File: config.mk
export PLATFORM = sky130hd
export DESIGN_NAME = pvip_sink_flat
export DESIGN_NICKNAME = d
export VERILOG_FILES = /design/src/hdl/pvip_pkg.sv /design/src/hdl/pvip_if.sv /design/src/hdl/pvip_sink.sv /design/src/flat_wrapper.sv
export SDC_FILE = /design/constraint.sdc
export NUM_CORES = 1
export LEC_CHECK = 0
export BUFFER_PORTS_ARGS = -buffer_cell sky130_fd_sc_hd__buf_2
export CORE_MARGIN = 1.5
export CORE_UTILIZATION = 30
export DETAILED_ROUTE_END_ITERATION = 6
export GPL_TIMING_DRIVEN = 0
export MAX_ROUTING_LAYER = met4
export PLACE_DENSITY = 0.57
export SETUP_SLACK_MARGIN = 0.2
export SYNTH_ARGS = -nofsm -noshare
export SYNTH_HDL_FRONTEND = slang
export SYNTH_SLANG_ARGS = --single-unit
File: constraint.sdc
create_clock -name i_clk -period 2.3 [get_ports i_clk]
set_input_delay 0.575 -clock i_clk [delete_from_list [all_inputs] [get_ports i_clk]]
set_output_delay 0.575 -clock i_clk [all_outputs]
set_load 0.005 [all_outputs]
File: src/hdl/pvip_pkg.sv
// Shared constants for the parallel video input port link.
// Assumes a 250 MHz system clock on both ends of the link.
package pvip_pkg;

  localparam int unsigned DATA_W = 24;
  localparam int unsigned ADDR_W = 4;
  localparam int unsigned REG_W = 32;

  // Register byte offsets
  localparam logic [ADDR_W-1:0] REG_CTRL = 4'h0;
  localparam logic [ADDR_W-1:0] REG_STATUS = 4'h4;

  // Control field positions
  localparam int unsigned CTRL_FMT_LSB = 0;
  localparam int unsigned CTRL_VS_HIGH = 2;
  localparam int unsigned CTRL_HS_HIGH = 3;
  localparam int unsigned CTRL_MASK_LOW = 4;
  localparam int unsigned CTRL_ENABLE = 5;
  localparam int unsigned CTRL_W = 6;
  // Syncs active high, mask active high, format 24-bit, enabled
  localparam logic [CTRL_W-1:0] CTRL_RST = 6'h2C;

  // Status field positions
  localparam int unsigned STAT_RUN = 0;
  localparam int unsigned STAT_HOLD = 1;
  localparam int unsigned STAT_LOST = 2;
  localparam int unsigned STAT_FCNT_LSB = 16;
  localparam int unsigned FCNT_W = 16;

  typedef enum logic [1:0] {
    PVIP_FMT_24 = 2'b00,
    PVIP_FMT_18 = 2'b01,
    PVIP_FMT_422 = 2'b10
  } pvip_fmt_type;

  // Timing
  localparam int unsigned CLK_PERIOD_NS = 4;
  localparam int unsigned PCLK_PERIOD_NS = 160;
  localparam int unsigned PCLK_HALF_CYC = PCLK_PERIOD_NS / (2 * CLK_PERIOD_NS);
  localparam int unsigned VS_TIMEOUT_MS = 25;
  localparam int unsigned VS_TIMEOUT_CYC_DEF =
    VS_TIMEOUT_MS * (1000000 / CLK_PERIOD_NS);

endpackage

File: src/hdl/pvip_if.sv
// Link wires between a video source and the video input port.
// All signals are driven by the source; the sink only reads them.
`timescale 1ns/1ps
`default_nettype none
interface pvip_if;
  logic pclk;
  logic vsync;
  logic hsync;
  logic pixel_valid_in;
  logic [23:0] pixel_bus;
  logic frame_update_mask;

  modport source (
    output pclk,
    output vsync,
    output hsync,
    output pixel_valid_in,
    output pixel_bus,
    output frame_update_mask
  );

  modport sink (
    input pclk,
    input vsync,
    input hsync,
    input pixel_valid_in,
    input pixel_bus,
    input frame_update_mask
  );
endinterface
`default_nettype wire

File: src/hdl/pvip_sink.sv
// Video input port, device end: samples the link, decodes formats,
// applies the frame mask and halts the sequencer on lost vsync.
// Assumes link signals are asynchronous to i_clk and that the pixel
// clock is much slower than i_clk, so it is sampled, not used as clock.
//
// Contract
// - Source keeps vsync running during operation
// - Lost vsync halts sequencer, LEDs off
// - Active mask blocks frames, holds image
// - Mask polarity programmable, resets active high
// - Unused mask tied low by source
// - Mask changes only in vertical blanking
// - Accept 24-bit pixels on 24 wires
// - Accept 18-bit pixels on 18 wires
// - 4:2:2 pairs share even chroma sample
// - Sync polarities are configurable
// - Port has syncs, valid, bus, clock, mask
// - Landscape only, no rotation
// - Source stays within interface limits
//
// The address-and-strobe port and the register addresses were chosen for this implementation.
`timescale 1ns/1ps
`default_nettype none
module pvip_sink #(
  parameter int unsigned VS_TIMEOUT_CYC = pvip_pkg::VS_TIMEOUT_CYC_DEF
) (
  input wire logic i_clk,
  input wire logic i_srst,
  pvip_if.sink link,
  input wire logic [pvip_pkg::ADDR_W-1:0] i_addr,
  input wire logic [pvip_pkg::REG_W-1:0] i_wdata,
  input wire logic i_wr,
  input wire logic i_rd,
  output logic [pvip_pkg::REG_W-1:0] o_rdata,
  output logic o_pix_valid,
  output logic [pvip_pkg::DATA_W-1:0] o_pix_data,
  output logic o_pix_sof,
  output logic o_pix_sol,
  output logic o_seq_run,
  output logic o_led_en,
  output logic o_frame_hold
);
  import pvip_pkg::*;

  localparam int unsigned SYNC_W = DATA_W + 5;

  function automatic logic [7:0] expand6(input logic [5:0] v);
    expand6 = {v, v[5:4]};
  endfunction

  //////////////////////////////////////////////////////////////////////
  // Two-stage synchroniser for every link wire
  logic [SYNC_W-1:0] sync1_q;
  logic [SYNC_W-1:0] sync2_q;
  always_ff @(posedge i_clk) begin
    if (i_srst) begin
      sync1_q <= '0;
      sync2_q <= '0;
    end else begin
      sync1_q <= {link.pclk, link.vsync, link.hsync, link.pixel_valid_in,
                  link.frame_update_mask, link.pixel_bus};
      sync2_q <= sync1_q;
    end
  end

  logic s_pclk;
  logic s_vs;
  logic s_hs;
  logic s_de;
  logic s_mask;
  logic [DATA_W-1:0] s_bus;
  assign {s_pclk, s_vs, s_hs, s_de, s_mask, s_bus} = sync2_q;

  //////////////////////////////////////////////////////////////////////
  // Control register
  logic [CTRL_W-1:0] ctrl_q;
  pvip_fmt_type fmt;
  logic vs_high;
  logic hs_high;
  logic mask_low;
  logic enable;
  assign fmt = pvip_fmt_type'(ctrl_q[CTRL_FMT_LSB +: 2]);
  assign vs_high = ctrl_q[CTRL_VS_HIGH];
  assign hs_high = ctrl_q[CTRL_HS_HIGH];
  assign mask_low = ctrl_q[CTRL_MASK_LOW];
  assign enable = ctrl_q[CTRL_ENABLE];

  always_ff @(posedge i_clk) begin
    if (i_srst) begin
      ctrl_q <= CTRL_RST;
    end else if (i_wr && i_addr == REG_CTRL) begin
      ctrl_q <= i_wdata[CTRL_W-1:0];
    end
  end

  //////////////////////////////////////////////////////////////////////
  // Pixel clock edge and sync edges
  logic pclk_prev_q;
  logic vs_prev_q;
  logic hs_prev_q;
  logic pe;
  logic vs_act;
  logic hs_act;
  logic mask_act;
  logic frame_start;
  logic line_start;

  assign pe = s_pclk & ~pclk_prev_q;
  assign vs_act = vs_high ? s_vs : ~s_vs;
  assign hs_act = hs_high ? s_hs : ~s_hs;
  assign mask_act = mask_low ? ~s_mask : s_mask;
  assign frame_start = pe & vs_act & ~vs_prev_q;
  assign line_start = pe & hs_act & ~hs_prev_q;

  always_ff @(posedge i_clk) begin
    if (i_srst) begin
      pclk_prev_q <= 1'b0;
      vs_prev_q <= 1'b0;
      hs_prev_q <= 1'b0;
    end else begin
      pclk_prev_q <= s_pclk;
      if (pe) begin
        vs_prev_q <= vs_act;
        hs_prev_q <= hs_act;
      end
    end
  end

  //////////////////////////////////////////////////////////////////////
  // Vsync watchdog and sequencer run state
  logic [31:0] vs_cnt_q;
  logic run_q;
  logic lost_q;
  logic timeout;
  logic lost_clr;
  assign timeout = (vs_cnt_q >= VS_TIMEOUT_CYC - 1);
  assign lost_clr = i_wr && i_addr == REG_STATUS && i_wdata[STAT_LOST];

  always_ff @(posedge i_clk) begin
    if (i_srst || frame_start) begin
      vs_cnt_q <= '0;
    end else if (!timeout) begin
      vs_cnt_q <= vs_cnt_q + 32'h1;
    end
  end

  always_ff @(posedge i_clk) begin
    if (i_srst) begin
      run_q <= 1'b0;
    end else if (!enable || (timeout && !frame_start)) begin
      run_q <= 1'b0;
    end else if (frame_start) begin
      run_q <= 1'b1;
    end
  end

  // Set wins over a software clear in the same cycle
  always_ff @(posedge i_clk) begin
    if (i_srst) begin
      lost_q <= 1'b0;
    end else if (run_q && timeout && !frame_start) begin
      lost_q <= 1'b1;
    end else if (lost_clr) begin
      lost_q <= 1'b0;
    end
  end

  //////////////////////////////////////////////////////////////////////
  // Frame mask, latched at frame start; legal since it only moves
  // in blanking, and it keeps a frame from being cut in half
  logic hold_q;
  logic [FCNT_W-1:0] fcnt_q;
  always_ff @(posedge i_clk) begin
    if (i_srst) begin
      hold_q <= 1'b0;
    end else if (frame_start) begin
      hold_q <= mask_act;
    end
  end

  always_ff @(posedge i_clk) begin
    if (i_srst) begin
      fcnt_q <= '0;
    end else if (frame_start) begin
      fcnt_q <= fcnt_q + 16'h1;
    end
  end

  //////////////////////////////////////////////////////////////////////
  // Pixel decode
  logic take;
  logic odd_q;
  logic pend_q;
  logic [7:0] y0_q;
  logic [7:0] y1_q;
  logic [7:0] cb_q;
  logic [7:0] cr_q;

  // only valid words of unmasked frames
  assign take = pe & s_de & run_q & ~hold_q;

  // even pixel keeps Cb, odd supplies Cr
  always_ff @(posedge i_clk) begin
    if (i_srst || line_start) begin
      odd_q <= 1'b0;
      pend_q <= 1'b0;
      y0_q <= 8'h00;
      y1_q <= 8'h00;
      cb_q <= 8'h00;
      cr_q <= 8'h00;
    end else begin
      pend_q <= 1'b0;
      if (take && fmt == PVIP_FMT_422) begin
        if (!odd_q) begin
          y0_q <= s_bus[15:8];
          cb_q <= s_bus[7:0];
          odd_q <= 1'b1;
        end else begin
          y1_q <= s_bus[15:8];
          cr_q <= s_bus[7:0];
          pend_q <= 1'b1;
          odd_q <= 1'b0;
        end
      end
    end
  end

  // pixels leave in arrival order, no rotation
  always_ff @(posedge i_clk) begin
    if (i_srst) begin
      o_pix_valid <= 1'b0;
      o_pix_data <= '0;
    end else begin
      o_pix_valid <= 1'b0;
      if (pend_q) begin
        o_pix_valid <= 1'b1;
        o_pix_data <= {y1_q, cb_q, cr_q};
      end else if (take) begin
        unique case (fmt)
          PVIP_FMT_24: begin
            o_pix_valid <= 1'b1;
            o_pix_data <= s_bus;
          end
          // low 18 wires, widened to 8 bits
          PVIP_FMT_18: begin
            o_pix_valid <= 1'b1;
            o_pix_data <= {expand6(s_bus[17:12]), expand6(s_bus[11:6]),
                           expand6(s_bus[5:0])};
          end
          PVIP_FMT_422: begin
            o_pix_valid <= odd_q;
            o_pix_data <= {y0_q, cb_q, s_bus[7:0]};
          end
          default: begin
            o_pix_valid <= 1'b0;
          end
        endcase
      end
    end
  end

  //////////////////////////////////////////////////////////////////////
  // Status outputs and read port
  always_ff @(posedge i_clk) begin
    if (i_srst) begin
      o_pix_sof <= 1'b0;
      o_pix_sol <= 1'b0;
      o_seq_run <= 1'b0;
      o_led_en <= 1'b0;
      o_frame_hold <= 1'b0;
    end else begin
      // Enable, not run_q: the frame that starts the sequencer counts
      o_pix_sof <= frame_start & enable & ~mask_act;
      o_pix_sol <= line_start & run_q & ~hold_q;
      o_seq_run <= run_q;
      o_led_en <= run_q;
      o_frame_hold <= hold_q;
    end
  end

  always_ff @(posedge i_clk) begin
    if (i_srst) begin
      o_rdata <= '0;
    end else begin
      o_rdata <= '0;
      if (i_rd && i_addr == REG_CTRL) begin
        o_rdata <= {{(REG_W - CTRL_W){1'b0}}, ctrl_q};
      end else if (i_rd && i_addr == REG_STATUS) begin
        o_rdata <= {fcnt_q, 13'h0000, lost_q, hold_q, run_q};
      end
    end
  end

endmodule
`default_nettype wire

File: src/flat_wrapper.sv
// flat-port wrapper written by rule: the top's interface ports become plain ports
module pvip_sink_flat import pvip_pkg::*;
#(
  parameter int unsigned VS_TIMEOUT_CYC = pvip_pkg::VS_TIMEOUT_CYC_DEF
)
  (i_clk, i_srst, i_addr, i_wdata, i_wr, i_rd, o_rdata, o_pix_valid, o_pix_data, o_pix_sof, o_pix_sol, o_seq_run, o_led_en, o_frame_hold, link_pclk, link_vsync, link_hsync, link_pixel_valid_in, link_pixel_bus, link_frame_update_mask);
  pvip_if link_i ();
  input wire logic i_clk;
  input wire logic i_srst;
  input wire logic [pvip_pkg::ADDR_W-1:0] i_addr;
  input wire logic [pvip_pkg::REG_W-1:0] i_wdata;
  input wire logic i_wr;
  input wire logic i_rd;
  output logic [pvip_pkg::REG_W-1:0] o_rdata;
  output logic o_pix_valid;
  output logic [pvip_pkg::DATA_W-1:0] o_pix_data;
  output logic o_pix_sof;
  output logic o_pix_sol;
  output logic o_seq_run;
  output logic o_led_en;
  output logic o_frame_hold;
  input wire logic [$bits(link_i.pclk)-1:0] link_pclk;
  input wire logic [$bits(link_i.vsync)-1:0] link_vsync;
  input wire logic [$bits(link_i.hsync)-1:0] link_hsync;
  input wire logic [$bits(link_i.pixel_valid_in)-1:0] link_pixel_valid_in;
  input wire logic [$bits(link_i.pixel_bus)-1:0] link_pixel_bus;
  input wire logic [$bits(link_i.frame_update_mask)-1:0] link_frame_update_mask;
  assign link_i.pclk = link_pclk;
  assign link_i.vsync = link_vsync;
  assign link_i.hsync = link_hsync;
  assign link_i.pixel_valid_in = link_pixel_valid_in;
  assign link_i.pixel_bus = link_pixel_bus;
  assign link_i.frame_update_mask = link_frame_update_mask;
  pvip_sink #(.VS_TIMEOUT_CYC(VS_TIMEOUT_CYC)) u_core (.i_clk(i_clk), .i_srst(i_srst), .link(link_i), .i_addr(i_addr), .i_wdata(i_wdata), .i_wr(i_wr), .i_rd(i_rd), .o_rdata(o_rdata), .o_pix_valid(o_pix_valid), .o_pix_data(o_pix_data), .o_pix_sof(o_pix_sof), .o_pix_sol(o_pix_sol), .o_seq_run(o_seq_run), .o_led_en(o_led_en), .o_frame_hold(o_frame_hold));
endmodule
==> metrics.md, run 1 <==
| Metric | Value |
|---|---|
| Largest family of logic cells by synthesized area | `simple AND/OR/NAND/NOR gates` |
| Die footprint | `26,700 µm²` |
| Internal Power | `0.00586 W` |
| Total Nets Final | `1,022` |
| R2R depth | `7` |
| Total leakage power | `4.10 nW` |
| Hold path cells | `2` |
| Number of warning messages in the yosys log | `0` |
| Worst Path Required | `2.74 ns` |
| Grt ovf | `0` |
| Rows | `58` |
| Synth Area in Compound Gates | `0.106` |
| Cell taking the most area after synthesis | `dfxtp_1` |
| CP Capture Type | `flop` |
| Vias per cell | `4.62` |
| Switching portion of total power | `0.215` |
| Die Wd | `163 µm` |
| Antenna violations before repair | `0` |
| Gr usage total | `0.146` |
| EDFF count, synth | `0` |
| Final Hold Violating Endpoints | `0` |
| P&R area growth vs syn | `24.4%` |
| Hold Crit Endpoint | `u_core.sync1_q[16]$_SDFF_PP0_` |
| 1st-pass router iterations | `5` |
| Simple-gate share of the synthesized area | `0.218` |
| Slew @ Worst Pin | `around 0.75 ns` |
| Slowest-stage cell, CP | `or3b_1` |
| CTS tree | `built` |
| Comb pwr share | `0.033` |
| Arr. time, crit path | `between 2 and 2.5 ns` |
| CORE AREA | `25,300 µm²` |
| Clock Latency Late Sink | `0.52 ns` |
| Starting DRT DRC Count | `347` |
| Reg2reg start | `u_core.vs_cnt_q[13]$_SDFFE_PP0N_` |
| Skew final | `0.0275 ns` |
| Crit path cell chain | `or3b_1, nor4_4, buf_4, a211oi_1, buf_2, a31oi_1, a41o_1` |
| CP delay by family, top | `simple AND/OR/NAND/NOR gates` |
| Via Count | `5,970` |
| DRC | `0` |
| Worst Hold Launch | `link_pixel_bus[16]` |
| Sequential Area | `4070 µm²` |
| Vias in the first global route | `~5,500` |
| Die Y | `about 160 µm` |
| Syn Area/Cell | `9.54 µm²` |
| Worst Path Max Fanout | `10` |
| Port-buffer cells | `93` |
| Kind of critical path | `reg -> reg` |
| Flop2flop setup slack | `0.29 ns` |
| Diode count | `0` |
| Post-DP HPWL | `13,500 µm` |
| Top post-synthesis cells by area | `dfxtp_1 (53%), mux2i_1 (6.6%), nor2b_1 (5.0%)` |
| Peak Freq | `498 MHz` |
| Post-route ant nets | `0` |
| Post-synthesis xor/xnor area fraction | `0.0170` |
| First-pass GRT wire length | `30,100 µm` |
| CTS Buf Count | `23` |
| Seq cells post-synth | `between 200 and 250` |
| Critical Path Start | `u_core.vs_cnt_q[13]$_SDFFE_PP0N_` |
| Largest net degree at the start of global routing | `15` |
| Fillers | `2,546` |
| Max_cap viols | `0` |
| Most used flip-flop cell after synthesis | `dfxtp_1` |
| GPL Wtd Cong | `0.844` |
| Synth Instances | `810` |
| Multiplexer share of the synthesized area | `0.0806` |
| I/O pin cnt | `131` |
| R2r endpoint | `u_core.vs_cnt_q[11]$_SDFFE_PP0N_` |
| Mapped cell area | `7730 µm²` |
| Wire per inst | `~15 µm` |
| Sw power | `0.00161 W` |
| Clock-pin slew on the worst setup and hold paths | `0.06 ns` |
| Top cell type's share of synthesized area | `0.526` |
| Period utilization | `0.873` |
| CTS root buf | `clkbuf_16` |
| Dpl cell area | `8640 µm²` |
| Most frequent cells in the layout | `dfxtp_1 (201), buf_2 (102), nor2_1 (99), nor2b_1 (62), nand2_1 (54)` |
| CTS Hold Bufs | `0` |
| Status | `complete, no violations` |
| RSZ-0062 raised after global routing | `no` |
| Initial Util | `0.306` |
| Post-synth ARST share | `0` |
| Clock power frac | `0.484` |
| Sequential share of the synthesized area | `0.526` |
| Final Setup Violations | `0` |
| Num Clock Sinks | `203` |
| Max transition margin | `0.497` |
| Multi-input gate area | `3460 µm²` |
| Worst Hold Margin | `0.269 ns` |
| CTS max path bufs | `3` |
| PwrDens | `~780 nW/µm²` |
| Crit-path max cell delay | `0.43 ns` |
| Post-route cell area | `9610 µm²` |
| Layout cells sized above 1 | `0.210` |
| HP Class | `in -> reg` |
| Post-Synth Adder-Cell Area | `0.00972` |
| Worst Setup Start Kind | `flop` |
| Share of power burned in registers | `0.483` |
| Max IR drop VDD | `0.445 mV` |
| Commonest non-fill, non-tap cell in the layout | `dfxtp_1` |
| Final Critical Period | `2.01 ns` |
| CTS HTree Levels | `1` |
| Final count of pins violating max slew | `0` |
| Critical path buffers and inverters | `2` |
| Number of distinct library cells after synthesis | `48` |
| WL final | `roughly 19,000 µm` |
==> cell families after synthesis <==
| group | after synthesis |
|---|---|
| AOI/OAI and AO/OA | 125 |
| buffers and inverters | 69 |
| adders and majority gates | 6 |
| and+or+nand+nor | 330 |
| other | 1 |
| xor gates and xnor gates | 15 |
| muxes | 61 |
| DFF | 203 |
==> metal layers <==
| metal | GRT usage | wire length [µm] | up-vias |
|---|---|---|---|
| li1 | - | - | 3050 |
| met1 | 0.199 | 9370 | 2746 |
| met2 | 0.220 | 8180 | 153 |
| met3 | 0.0305 | 1160 | 21 |
| met4 | 0.0339 | 227 | 0 |
| met5 | - | 0 | - |
==> worst reg2reg max path, cell delays in order, from the launching register on <==
cell      delay (ns)
dfxtp_1         0.37
or3b_1          0.43
nor4_4          0.39
buf_4           0.17
a211oi_1        0.07
buf_2           0.22
a31oi_1         0.19
a41o_1          0.11
==> flip-flops by register name, summed over array words and instances (netlist names), 6 cells and up <==
register,flops
u_core.vs_cnt_q,32
u_core.fcnt_q,16
u_core.y0_q,8
u_core.o_rdata,22
u_core.ctrl_q,6
u_core.o_pix_data,24
u_core.sync2_q,29
u_core.cr_q,8
u_core.sync1_q,29
u_core.cb_q,8
u_core.y1_q,8
==> cell usage after synthesis (3+ instances only) <==
cell type and n:
dfxtp_1 203, nor2_1 102, nor2b_1 62, nand2_1 55
mux2i_1 51, a21oi_1 44, clkbuf_1 32, and2_1 26
nor3_1 22, a22oi_1 18, nand3_1 16, a31oi_1 12
xnor2_1 12, a211o_1 11, buf_2 11, buf_4 11
or3_1 11, o21ai_0 10, a41o_1 9, inv_1 9
nand4_1 8, ha_1 6, a211oi_1 5, and3_1 5
mux2_1 5, mux2_2 5, nand2b_1 5, o211ai_1 5
o21ai_1 4, or4_1 4, a32oi_1 3, buf_1 3
nor4_2 3, xor2_1 3
==> power by group through the flow <==
stage               clock (W)  sequential, W  combinational, W
finish                0.00362        0.00361          0.000244
global route          0.00387        0.00362          0.000276
CTS                   0.00372        0.00361          0.000244
detailed placement          0        0.00369          0.000241
global placement            0        0.00369          0.000240
floorplan                   0        0.00367          0.000149
==> area by class of cell <==
cell class	instances	share of cell area
flip-flops and latches	203	0.423
multi-input cells	547	0.360
clock buffers	29	0.0664
repair buffers	103	0.0562
well taps	330	0.0430
plain buffers	59	0.0346
clock inverters	12	0.0125
inverters	10	0.00391
==> worst max path at each step <==
stage | end | slack (ns) | depth (start not counted)
6_report | u_core.vs_cnt_q[11]$_SDFFE_PP0N_ | 0.29 | 7
5_1_grt | u_core.vs_cnt_q[21]$_SDFFE_PP0N_ | 0.20 | 6
4_1_cts | u_core.o_pix_data[13]$_SDFFE_PP0P_ | 0.21 | 10
3_5_place_dp | u_core.o_pix_data[19]$_SDFFE_PP0P_ | -0.39 | 8
3_3_place_gp | u_core.o_pix_data[21]$_SDFFE_PP0P_ | -0.38 | 8
2_1_floorplan | u_core.o_pix_data[18]$_SDFFE_PP0P_ | 0.25 | 9
==> per-stage QoR <==
step | instances | util | total power, W | setup TNS, ns | worst slack (ns)
after floorplan | 819 | - | 0.00382 | 0 | 0.249
after global placement | 1242 | 0.342 | 0.00393 | -6.83 | -0.377
after detailed placement | 1242 | 0.342 | 0.00393 | -7.79 | -0.386
after CTS | 1286 | 0.375 | 0.00757 | 0 | 0.206
after global routing | 1293 | 0.381 | 0.00776 | 0 | 0.198
final | 1293 | 0.381 | 0.00747 | 0 | 0.292
==> what timing repair did <==
item | CTS | global route
setup buffers | 3 | 7
setup endpoints to repair | 61 | 82
pin swaps | 1 | 6
hold endpoints to repair | 0 | 0
resized for setup | 16 | 32
No activity file was read; power rests on OpenSTA's default activity.
==> run 2, diff against run 1 <==
==> constraint.sdc (replaced) <==
create_clock -name i_clk -period 2.6 [get_ports i_clk]
set_input_delay 0.65 -clock i_clk [delete_from_list [all_inputs] [get_ports i_clk]]
set_output_delay 0.65 -clock i_clk [all_outputs]
set_load 0.005 [all_outputs]
==> run 2 against run 1 <==
Fmax decreased by 10%. Register-to-register slack improved by 0.06 ns. Cell area decreased by 1.8%. Worst setup slack improved by 0.065 ns. Hold slack improved by 0.070 ns. Combinational power decreased by 13%. Global-route usage about the same. Sequential share of layout area increased by 0.74 points. Core utilization decreased by 0.67 points. Critical path depth increased by 1. Largest cell class unchanged.
==> metrics.md, run 2 (synthesized netlist as in run 1, its figures left out) <==
| Metric | Value |
|---|---|
| Status | `complete, no violations` |
| CTS tree | `built` |
| 1st-pass router iterations | `4` |
| Critical path buffers and inverters | `3` |
| Post-route cell area | `9440 µm²` |
| CTS Buf Count | `23` |
| Share of power burned in registers | `0.483` |
| Largest regs | `u_core.vs_cnt_q: 32 flops, u_core.sync1_q: 29 flops, u_core.sync2_q: 29 flops` |
| Clock-pin slew on the worst setup and hold paths | `0.06 ns` |
| Switching portion of total power | `0.216` |
| Die Y | `around 160 µm` |
| Max IR drop VDD | `roughly 0.39 mV` |
| Commonest non-fill, non-tap cell in the layout | `dfxtp_1` |
| Total Nets Final | `1,015` |
| Kind of critical path | `reg -> reg` |
| I/O pin cnt | `131` |
| Gr usage total | `0.145` |
| CP Capture Type | `flop` |
| Metal3 WL | `1230 µm` |
| Num Clock Sinks | `203` |
| Clock power frac | `0.485` |
| GPL Wtd Cong | `0.844` |
| Peak Freq | `446 MHz` |
| Die footprint | `26,700 µm²` |
| Worst Path Required | `2.97 ns` |
| Internal Power | `0.00518 W` |
| Grt ovf | `0` |
| CTS max path bufs | `3` |
| Vias in the first global route | `roughly 5,500` |
| DRC | `0` |
| Max FFs per register | `32` |
| HP Class | `in -> reg` |
| Clock Latency Late Sink | `0.52 ns` |
| Most frequent cells in the layout | `dfxtp_1 (203), buf_2 (104), nor2_1 (102), nor2b_1 (62), nand2_1 (55)` |
| Rows | `slightly below 60` |
| Crit-path max cell delay | `0.43 ns` |
| Slew @ Worst Pin | `0.767 ns` |
| CORE AREA | `roughly 25,000 µm²` |
| Worst Path Max Fanout | `10` |
| Post-route ant nets | `0` |
| CP delay by family, top | `buffers and inverters` |
| P&R area growth vs syn | `22.2%` |
| Sw power | `0.00143 W` |
| Period utilization | `0.863` |
| PwrDens | `700 nW/µm²` |
| Final Hold Violating Endpoints | `0` |
| Antenna violations before repair | `0` |
| Uppermost layer routed | `met4` |
| Worst Setup Start Kind | `flop` |
| Diode count | `0` |
| Max_cap viols | `0` |
| CTS Hold Bufs | `0` |
| Total leakage power | `3.99 nW` |
| Crit path cell chain | `inv_1, ha_1, clkbuf_1, clkbuf_1, a21oi_1, mux2_2, mux2i_1, nor2_1` |
| Slowest-stage cell, CP | `clkbuf_1` |
| Total Power | `0.00661 W` |
| Initial Util | `0.306` |
| RSZ-0062 raised after global routing | `no` |
| Post-DP HPWL | `13,500 µm` |
| CTS HTree Levels | `1` |
| Dpl cell area | `8640 µm²` |
| Die Wd | `163 µm` |
| Vias per cell | `4.64` |
| Final Setup Violations | `0` |
| Skew final | `roughly 0.027 ns` |
| Max transition margin | `0.485` |
| Comb pwr share | `0.032` |
| Via Count | `5,962` |
| Met2 wire len | `8170 µm` |
| Placed Cells | `1,242` |
| Final Critical Period | `2.24 ns` |
| WL final | `about 19,000 µm` |
| Final count of pins violating max slew | `0` |
| Wire length on met1 | `around 9000 µm` |
| Worst Hold Margin | `between 0.3 and 0.4 ns` |
| Wire per inst | `14.7 µm` |
| Most common cell on crit path | `clkbuf_1` |
| Starting DRT DRC Count | `317` |
| Non-filler cells, final | `1,286` |
| Biggest register | `u_core.vs_cnt_q` |
| First-pass GRT wire length | `roughly 30,000 µm` |
| Port-buffer cells | `93` |
| Largest net degree at the start of global routing | `15` |
| Final core utilization | `0.374` |
| Layout cells sized above 1 | `0.184` |
| Arr. time, crit path | `2.61 ns` |
| CTS root buf | `clkbuf_16` |
-- run 2: changes by cell type in the layout (fill, tap and decap cells not counted), moves of 3 or more --
cell      previous run  this run
buf_4               26        14
clkbuf_1            26        32
nor2_1              99       102
nor2_2               3         0
-- run 2: power groups by stage --
stage	sequential [W]	combinational [W]	clock [W]
final	0.00319	0.000212	0.00320
after global placement	0.00326	0.000212	0
after floorplan	0.00325	0.000132	0
after detailed placement	0.00326	0.000214	0
after global routing	0.00320	0.000240	0.00342
after CTS	0.00319	0.000214	0.00329
-- run 2: path summary, 6_finish.rpt --
check,to,start,slack (ns),depth (start not counted)
worst min-delay path,u_core.sync1_q[16]$_SDFF_PP0_,link_pixel_bus[16],0.34,2
worst max-delay path,u_core.o_pix_data[23]$_SDFFE_PP0P_,u_core.ctrl_q[0]$_SDFFE_PP0P_,0.36,8
worst max register to register,u_core.o_pix_data[23]$_SDFFE_PP0P_,u_core.ctrl_q[0]$_SDFFE_PP0P_,0.36,8
worst min register to register,u_core.sync2_q[20]$_SDFF_PP0_,u_core.sync1_q[20]$_SDFF_PP0_,0.42,1
-- run 2: per-stage QoR --
step | setup slack (ns) | setup TNS, ns
2_1_floorplan | 0.549 | 0
5_1_grt | 0.202 | 0
6_report | 0.357 | 0
3_5_place_dp | -0.0858 | -0.549
4_1_cts | 0.320 | 0
3_3_place_gp | -0.0768 | -0.378
-- run 2: layer usage --
layer / vias to the layer above / GRT usage
met4: 0 / 0.0331
li1: 3031 / -
met1: 2751 / 0.198
met3: 23 / 0.0305
met5: - / -
met2: 157 / 0.220
-- run 2: cell type report --
class / instances / area, µm²
fillers: 2561 / 15800
flip-flops and latches: 203 / 4060
multi-input cells: 547 / 3390
clock buffers: 29 / 638
repair buffers: 96 / 488
well taps: 330 / 413
plain buffers: 59 / 295
clock inverters: 12 / 120
inverters: 10 / 37.5
-- run 2: repair_timing --
action	in CTS	in global routing
cloned	0	0
pin swaps	1	0
gates resized for setup	1	6
endpoints found under the setup margin	19	21
buffers inserted	3	0
hold endpoints to repair	0	0
